## src/itr_pkg.sv

```systemverilog
// Constants, types and register map of the two-wire target port
package itr_pkg;
  localparam logic [6:0] TGT_ADDR = 7'h50;
  localparam logic [7:0] REG_FLAGS = 8'h10;
  localparam logic [7:0] REG_CFG1 = 8'h60;
  localparam logic [7:0] REG_CFG2 = 8'h61;
  localparam logic [7:0] REG_EMASK = 8'h62;
  localparam logic [7:0] REG_TMO = 8'h6A;
  localparam logic [7:0] FORCE_CMD = 8'hFF;
  localparam logic [7:0] INVALID_BYTE = 8'hEE;
  localparam logic [15:0] CFG1_RST = 16'h740B;
  localparam logic [15:0] CFG2_RST = 16'h0000;
  localparam logic [15:0] EMASK_RST = 16'h001D;
  localparam logic [15:0] TMO_RST = 16'h00C8;
  localparam int CFG1_EVT_BIT = 6;
  localparam int CFG1_SA_BIT = 5;
  localparam int CFG2_ACK_BIT = 0;
  localparam int CFG2_SED_BIT = 1;
  localparam int FLG_RST_BIT = 7;
  localparam int EVT_W = 5;
  localparam int CLK_PERIOD_PS = 5000;
  localparam int MS_PS = 1000000000;
  localparam int MS_CYC = MS_PS / CLK_PERIOD_PS;
  localparam int FORCE_WAIT_MS = 2;
  localparam int FORCE_CYC = FORCE_WAIT_MS * MS_CYC;
  localparam int MAX_BIT_PS = 1000000;
  localparam int MIN_SAMPLES_PER_BIT = 16;

  typedef struct packed {
    logic power;
    logic ati;
    logic button;
    logic move;
    logic hall;
  } itr_evt_type;

  typedef enum logic [3:0] {
    S_IDLE, S_ADDR, S_AACK, S_REG, S_RACK,
    S_WDAT, S_WACK, S_RDAT, S_MACK
  } itr_state_type;
endpackage

```

## src/itr_target.sv

```systemverilog
// Two-wire target port with open-drain ready window line
`timescale 1ns/1ps
module itr_target
  import itr_pkg::*;
#(
  parameter int MS_CYC_P = MS_CYC,
  parameter int FORCE_CYC_P = FORCE_CYC
) (
  input wire logic clk_sys,
  input wire logic rst_n,
  input wire logic scl_i,
  output logic scl_o,
  output logic scl_oe,
  input wire logic sda_i,
  output logic sda_o,
  output logic sda_oe,
  output logic rdy_o,
  output logic rdy_oe,
  input wire logic cycle_tick,
  input wire itr_evt_type evt_src
);

  initial begin
    if (MAX_BIT_PS / CLK_PERIOD_PS < MIN_SAMPLES_PER_BIT) begin
      $error("clock too slow for 1 Mbit/s");
    end
    if (MS_CYC_P < 1 || FORCE_CYC_P < 1) begin
      $error("counts must be at least one");
    end
  end

  ////////////////////////////////////////////////////////////////////////
  // Pin synchronisers and bus conditions
  logic scl_s1, scl_s2, scl_s3, sda_s1, sda_s2, sda_s3;
  always_ff @(posedge clk_sys or negedge rst_n) begin
    if (!rst_n) begin
      {scl_s1, scl_s2, scl_s3} <= 3'h7;
      {sda_s1, sda_s2, sda_s3} <= 3'h7;
    end else begin
      {scl_s1, scl_s2, scl_s3} <= {scl_i, scl_s1, scl_s2};
      {sda_s1, sda_s2, sda_s3} <= {sda_i, sda_s1, sda_s2};
    end
  end

  logic scl_rise, scl_fall, start_p, stop_p;
  assign scl_rise = scl_s2 & ~scl_s3;
  assign scl_fall = ~scl_s2 & scl_s3;
  assign start_p = scl_s2 & scl_s3 & sda_s3 & ~sda_s2;
  assign stop_p = scl_s2 & scl_s3 & ~sda_s3 & sda_s2;

  ////////////////////////////////////////////////////////////////////////
  // Byte engine
  itr_state_type state_q;
  logic [3:0] cnt_q;
  logic [7:0] sh_q, tx_q, rd_byte;
  logic rw_q, mack_q, oe_q;
  logic ld_p, wb_p, ra_p;

  assign ld_p = scl_fall & ((state_q == S_AACK & rw_q) |
                            (state_q == S_MACK & mack_q));
  assign wb_p = scl_fall & state_q == S_WDAT & cnt_q == 4'h8;
  assign ra_p = scl_fall & state_q == S_REG & cnt_q == 4'h8;

  always_ff @(posedge clk_sys or negedge rst_n) begin
    if (!rst_n) begin
      state_q <= S_IDLE;
      cnt_q <= 4'h0;
      sh_q <= 8'h00;
      tx_q <= 8'h00;
      rw_q <= 1'b0;
      mack_q <= 1'b0;
      oe_q <= 1'b0;
    end else if (stop_p) begin
      state_q <= S_IDLE;
      oe_q <= 1'b0;
    end else if (start_p) begin
      state_q <= S_ADDR;
      cnt_q <= 4'h0;
      oe_q <= 1'b0;
    end else if (scl_rise) begin
      if (state_q == S_ADDR || state_q == S_REG || state_q == S_WDAT) begin
        sh_q <= {sh_q[6:0], sda_s2};
        cnt_q <= cnt_q + 4'h1;
      end
      if (state_q == S_MACK) begin
        mack_q <= ~sda_s2;
      end
    end else if (scl_fall) begin
      case (state_q)
        S_ADDR: begin
          if (cnt_q == 4'h8 && sh_q[7:1] == TGT_ADDR) begin
            state_q <= S_AACK;
            oe_q <= 1'b1;
            rw_q <= sh_q[0];
          end else if (cnt_q == 4'h8) begin
            state_q <= S_IDLE;
          end
        end
        S_AACK, S_MACK: begin
          if (ld_p) begin
            state_q <= S_RDAT;
            oe_q <= ~rd_byte[7];
            tx_q <= {rd_byte[6:0], 1'b0};
            cnt_q <= 4'h1;
          end else if (state_q == S_AACK) begin
            state_q <= S_REG;
            oe_q <= 1'b0;
            cnt_q <= 4'h0;
          end else begin
            state_q <= S_IDLE;
            oe_q <= 1'b0;
          end
        end
        S_REG, S_WDAT: begin
          if (cnt_q == 4'h8) begin
            state_q <= (state_q == S_REG) ? S_RACK : S_WACK;
            oe_q <= 1'b1;
          end
        end
        S_RACK, S_WACK: begin
          state_q <= S_WDAT;
          oe_q <= 1'b0;
          cnt_q <= 4'h0;
        end
        S_RDAT: begin
          if (cnt_q == 4'h8) begin
            state_q <= S_MACK;
            oe_q <= 1'b0;
          end else begin
            oe_q <= ~tx_q[7];
            tx_q <= {tx_q[6:0], 1'b0};
            cnt_q <= cnt_q + 4'h1;
          end
        end
        default: state_q <= S_IDLE;
      endcase
    end
  end

  assign sda_o = 1'b0;
  assign sda_oe = oe_q;
  assign scl_o = 1'b0;
  // Read byte is muxed in one cycle, so the clock is never held
  assign scl_oe = 1'b0;

  ////////////////////////////////////////////////////////////////////////
  // Register pointer and byte pairing
  logic [7:0] ptr_q, lo_q;
  logic hi_q, ww_p;
  logic [15:0] wr_data;
  assign ww_p = wb_p & hi_q;
  assign wr_data = {sh_q, lo_q};

  always_ff @(posedge clk_sys or negedge rst_n) begin
    if (!rst_n) begin
      ptr_q <= 8'h00;
      hi_q <= 1'b0;
      lo_q <= 8'h00;
    end else if (ra_p) begin
      ptr_q <= sh_q;
      hi_q <= 1'b0;
    end else if (ld_p || wb_p) begin
      if (wb_p && !hi_q) begin
        lo_q <= sh_q;
      end
      hi_q <= ~hi_q;
      if (hi_q) begin
        ptr_q <= ptr_q + 8'h01;
      end
    end
  end

  ////////////////////////////////////////////////////////////////////////
  // Configuration registers
  logic [15:0] cfg1_q, emask_q, tmo_q;
  logic sed_q;
  always_ff @(posedge clk_sys or negedge rst_n) begin
    if (!rst_n) begin
      cfg1_q <= CFG1_RST;
      emask_q <= EMASK_RST;
      tmo_q <= TMO_RST;
      sed_q <= CFG2_RST[CFG2_SED_BIT];
    end else if (ww_p) begin
      case (ptr_q)
        REG_CFG1: cfg1_q <= wr_data;
        REG_CFG2: sed_q <= wr_data[CFG2_SED_BIT];
        REG_EMASK: emask_q <= wr_data;
        REG_TMO: tmo_q <= wr_data;
        default: ;
      endcase
    end
  end

  ////////////////////////////////////////////////////////////////////////
  // Flag word
  logic show_rst_q, flg_clr;
  logic [EVT_W-1:0] evt_q, evt_in;
  logic [15:0] flags_w;
  assign evt_in = evt_src;
  assign flg_clr = ld_p & hi_q & ptr_q == REG_FLAGS;

  always_ff @(posedge clk_sys or negedge rst_n) begin
    if (!rst_n) begin
      show_rst_q <= 1'b1;
      evt_q <= '0;
    end else begin
      evt_q <= (evt_q & {EVT_W{~flg_clr}}) | evt_in;
      if (ww_p && ptr_q == REG_CFG2 && wr_data[CFG2_ACK_BIT]) begin
        show_rst_q <= 1'b0;
      end
    end
  end

  always_comb begin
    flags_w = 16'h0000;
    flags_w[FLG_RST_BIT] = show_rst_q;
    flags_w[EVT_W-1:0] = evt_q;
  end

  ////////////////////////////////////////////////////////////////////////
  // Read data
  logic win_q;
  always_comb begin
    logic [15:0] w;
    logic ok;
    w = 16'h0000;
    ok = 1'b1;
    case (ptr_q)
      REG_FLAGS: w = flags_w;
      REG_CFG1: w = cfg1_q;
      REG_CFG2: w = {14'h0, sed_q, 1'b0};
      REG_EMASK: w = emask_q;
      REG_TMO: w = tmo_q;
      default: ok = 1'b0;
    endcase
    if (!win_q || !ok) begin
      rd_byte = INVALID_BYTE;
    end else begin
      rd_byte = hi_q ? w[15:8] : w[7:0];
    end
  end

  ////////////////////////////////////////////////////////////////////////
  // Forced window request
  logic arm_q, frc_q, force_go;
  logic [$clog2(FORCE_CYC_P+1)-1:0] frc_cnt_q;
  assign force_go = frc_q &
    (frc_cnt_q == ($bits(frc_cnt_q))'(FORCE_CYC_P - 1));

  always_ff @(posedge clk_sys or negedge rst_n) begin
    if (!rst_n) begin
      arm_q <= 1'b0;
      frc_q <= 1'b0;
      frc_cnt_q <= '0;
    end else begin
      if (ra_p) begin
        arm_q <= (sh_q == FORCE_CMD);
      end else if (wb_p || start_p || stop_p) begin
        arm_q <= 1'b0;
      end
      if (stop_p && arm_q) begin
        frc_q <= 1'b1;
        frc_cnt_q <= '0;
      end else if (force_go) begin
        frc_q <= 1'b0;
      end else if (frc_q) begin
        frc_cnt_q <= frc_cnt_q + 1'b1;
      end
    end
  end

  ////////////////////////////////////////////////////////////////////////
  // Window control and timeout
  logic stream, evt_mode, tick_open, open_w, close_w, to_hit, ms_p;
  logic [EVT_W-1:0] hits;
  logic [$clog2(MS_CYC_P+1)-1:0] ms_q;
  logic [15:0] to_q;

  assign stream = show_rst_q |
    ~(cfg1_q[CFG1_EVT_BIT] | cfg1_q[CFG1_SA_BIT]);
  assign evt_mode = ~show_rst_q & cfg1_q[CFG1_EVT_BIT] &
    ~cfg1_q[CFG1_SA_BIT];
  assign hits = (evt_in | evt_q) & emask_q[EVT_W-1:0];
  assign tick_open = cycle_tick & (stream | (evt_mode & |hits));
  assign open_w = tick_open | force_go;
  assign ms_p = ms_q == ($bits(ms_q))'(MS_CYC_P - 1);
  assign to_hit = win_q & (to_q >= tmo_q);
  assign close_w = (stop_p & ~sed_q) | to_hit;

  always_ff @(posedge clk_sys or negedge rst_n) begin
    if (!rst_n) begin
      win_q <= 1'b0;
    end else if (open_w) begin
      win_q <= 1'b1;
    end else if (close_w) begin
      win_q <= 1'b0;
    end
  end

  always_ff @(posedge clk_sys or negedge rst_n) begin
    if (!rst_n) begin
      ms_q <= '0;
      to_q <= 16'h0000;
    end else if (!win_q || open_w) begin
      ms_q <= '0;
      to_q <= 16'h0000;
    end else if (ms_p) begin
      ms_q <= '0;
      to_q <= to_q + 16'h0001;
    end else begin
      ms_q <= ms_q + 1'b1;
    end
  end

  assign rdy_o = 1'b0;
  assign rdy_oe = win_q;
endmodule

```

## config.mk

```make
export PLATFORM = sky130hd
export DESIGN_NAME = itr_target
export DESIGN_NICKNAME = d
export VERILOG_FILES = /design/src/itr_pkg.sv /design/src/itr_target.sv
export SDC_FILE = /design/constraint.sdc
export NUM_CORES = 1
export LEC_CHECK = 0
export BUFFER_PORTS_ARGS = -buffer_cell sky130_fd_sc_hd__buf_2
export CAP_MARGIN = 20
export CORE_AREA = 2 2 144 111
export DETAILED_ROUTE_END_ITERATION = 12
export DIE_AREA = 0 0 146 113
export MAX_ROUTING_LAYER = met4
export PLACE_DENSITY = 0.76
export SYNTH_ARGS = -nofsm -noshare
export SYNTH_HDL_FRONTEND = slang
export SYNTH_SLANG_ARGS = --single-unit
```

## constraint.sdc

```tcl
create_clock -name clk_sys -period 6.49 [get_ports clk_sys]
set_input_delay 1.6225 -clock clk_sys [delete_from_list [all_inputs] [get_ports clk_sys]]
set_output_delay 1.6225 -clock clk_sys [all_outputs]
set_load 0.005 [all_outputs]
```

==> results.md <==
- Critical Path AT: about 3500 ps
- Class of the worst hold path: flip-flop to flip-flop
- Setup TNS: 0 ps
- CP required: 6820 ps
- DP HPWL: 14590 µm
- Final core utilization: 0.6391
- Clock slew at reported path FFs: about 60 ps
- Synthesized area: around 8900 µm²
- Row count: 39
- Fmax: between 300 and 400 MHz
- Fraction of the mapped netlist area in adder cells: 0.04234
- Antenna violations before repair: 0
- Worst setup SP type: primary input
- Final Non-Filler Cells: 1059
- Antenna Nets Post-Route: 0
- Clock buffer depth: 2
- Fin nets: ~900
- Compound-Gate Fraction of Synth Area: 0.1289
- Drt first-iter violations: 842
- Die area: approximately 16000 µm²
- DIE HEIGHT: 113 µm
- DRT Pass-1 Iters: 6
- Power per cell area: roughly 230 nW/µm²
- Initial Utilization: 0.5898
- Fin Hold WS: about 350 ps
- Routability cong.: approximately 0.92
- Yosys Warn Count: 0
- Final setup vio count: 0
- Post-Synth Simple-Gate Area: 0.1790
- Final Cell Area: approximately 9600 µm²
- Cts bufs inserted: 17
- Sw frac: 0.2140
- Setup crit end kind: flip-flop
- Clock network fraction of design power: 0.499
- Port Buffers: 11
- Ys flop type: dfrtp_1
- Pin count of the biggest net entering global routing: 96
- I/O Pins: 16
- Reg power frac: 0.473
- DRC viols: 0
- Synth Area in XOR/XNOR: 0.04446
- Fill count: between 1k and 1.5k
- Synth Instances: between 800 and 900
- Share of the clock period used by the worst path: 0.4806
- Rel. slew slack: 0.3773
- Mux contribution to synthesized area: 0.1068
- Share of layout cells above drive strength 1: 0.1864
- CTS tree: yes
- Drt wl/cell: 20.10 µm
- Dpl cells: just over 1k
- Combinational power share: 0.028
- RSZ-0062 raised after global routing: no
- Clock Root Buffer: clkbuf_16
- CP peak stage delay: approximately 740 ps
- CP cell instances: buf_2 > o21ai_0 > nand4_1 > o221ai_1 > nand3_1 > nor2_1
- Post-cts resize count: 0
- Crit Path Category: primary input to flip-flop
- Core region area: roughly 15000 µm²
- Number of global-route vias before repair: 6658
- Main combinational cell family by area after synthesis: simple AND/OR/NAND/NOR gates
- Final Hold Fails: 0
- Grt ovf: 0
- Max Slew Vio Count: 0
- Status: completed
- Cts hold-fix bufs: 0
- WL final: around 21000 µm
- Setup Buffers After CTS: 0
- Worst R2R Setup Slack: approximately 3400 ps
- All-Layer GR Usage: 0.2778
- Worst Max-Slew Pin Slew: 933.1 ps
- Area of the multi-input gates: approximately 4500 µm²
- DP Area: around 9000 µm²
- P_sw: approximately 470 µW
- Vias: approximately 6.8k
- Peak supply drop: between 0.15 and 0.2 mV
- Sequential cell area: slightly above 4000 µm²
- Leak pwr: slightly above 4 nW
- Crit-path slowest cell: nand3_1
- Setup Slack @ Placement: 2875 ps
- Largest fanout on the critical path: 24
- Async SR Flop Fraction: 1.000
- Power Internal: 1.709 mW
- Mean Syn Cell Area: around 10 µm²
- Max_cap viols: 0
- Global-route wire length before repair: roughly 35000 µm
- Area grow syn2layout: 8.356%
- CTS sink cnt: between 150 and 200
- Number of synthesized flops with an enable pin: 0
- Crit path time final: between 3000 and 4000 ps
- Post-synthesis cell type count: 85
- H-tree levels: 4
- Seq cells post-synth: between 150 and 200
- Clock skew: roughly 8.1 ps
- Die X: between 100 and 150 µm
- Skew-Pair Late Insertion Delay: ~430 ps
- Total power: approximately 2.2 mW
- Post-DR vias/cell: roughly 6.4
- Seq/Total Area, Yosys: 0.4546
- Final WS setup: 3371 ps
[layout by cell type, fill, tap and decap left out, types with 18 or more instances in the layout]
| cell type | synthesis | layout |
|---|---|---|
| nand3_1 | 30 | 30 |
| a21oi_1 | 32 | 32 |
| mux2_2 | 61 | 61 |
| nor3_1 | 18 | 18 |
| dfstp_2 | 21 | 21 |
| o21ai_0 | 22 | 22 |
| xnor2_1 | 38 | 38 |
| ha_1 | 30 | 30 |
| nand2_1 | 59 | 59 |
| inv_1 | 34 | 34 |
| nand4_1 | 18 | 18 |
| nor2_1 | 75 | 75 |
| dfrtp_1 | 139 | 139 |
[critical path: cells and delay by family]
| family | cells | cell delay [ps] |
|---|---|---|
| compound gates | 2 | 500 |
| simple gates | 3 | 1220 |
| buf+inv | 1 | 110 |
[cell families (layout without fill, tap and decap cells)]
group	Yosys count	after routing
flip-flops	160	160
adder cells (fa/ha/maj)	30	30
other	1	5
AO/OA/AOI/OAI	164	164
multiplexers	82	82
AND/OR/NAND/NOR	287	287
buffers and inverters	81	81
XOR/XNOR	45	45
[path summary, 6_finish.rpt]
path	endpoint	depth (start not counted)	start
worst max-delay path	to_q[11]	6	evt_src[0]
worst min-delay path	sda_s2	0	sda_s1
min in group asynchronous	tx_q[4]	1	rst_n
worst min register to register	sda_s2	0	sda_s1
max in group asynchronous	lo_q[0]	2	rst_n
worst max register to register	ptr_q[7]	6	scl_s3
[layer usage]
metal	vias up	global-route usage	part of all wire
met3	40	0.05645	0.078
met4	0	0.09515	0.021
met5	-	-	0
li1	3073	-	-
met2	293	0.4082	0.45
met1	3391	0.3888	0.46
[layout make-up]
class	count	share of cell area
antenna	1	0.0002605
clock buffer	22	0.05041
clock inverter	10	0.01628
inverter	35	0.01368
multi-input combinational	612	0.4644
sequential	160	0.4196
tap	205	0.02670
timing repair buffer	14	0.008727
[synth_stat cells (11+ instances only)]
cell	n	area (µm²)
mux2_2	61	686.9
nand4_1	18	112.6
o211ai_1	14	105.1
inv_1	34	127.6
nand2_1	59	221.5
o21ai_0	22	110.1
nand3_1	30	150.1
nor3_1	18	90.09
mux2i_1	11	110.1
ha_1	30	375.4
nor2_1	75	281.5
dfrtp_1	139	3478
xnor2_1	38	332.8
a21oi_1	32	160.2
a22oi_1	12	90.09
dfstp_2	21	551.8
o31ai_1	12	90.09
clkbuf_1	14	52.55
buf_2	17	85.08
[state kept, by name, indices dropped and copies added (netlist names), 8 cells and up]
name	count
frc_cnt_q	19
cfg1_q	16
tmo_q	16
ms_q	18
ptr_q	8
sh_q	8
lo_q	8
emask_q	16
to_q	16
[power groups by stage]
stage	logic, mW	clock network [mW]	registers, mW
2_1_floorplan	0.0337	0	1.03
3_3_place_gp	0.0581	0	1.04
3_5_place_dp	0.0616	0	1.04
4_1_cts	0.0620	1.09	1.03
5_1_grt	0.0693	1.14	1.03
6_report	0.0613	1.09	1.03
Power figures use the tool's default switching activity.
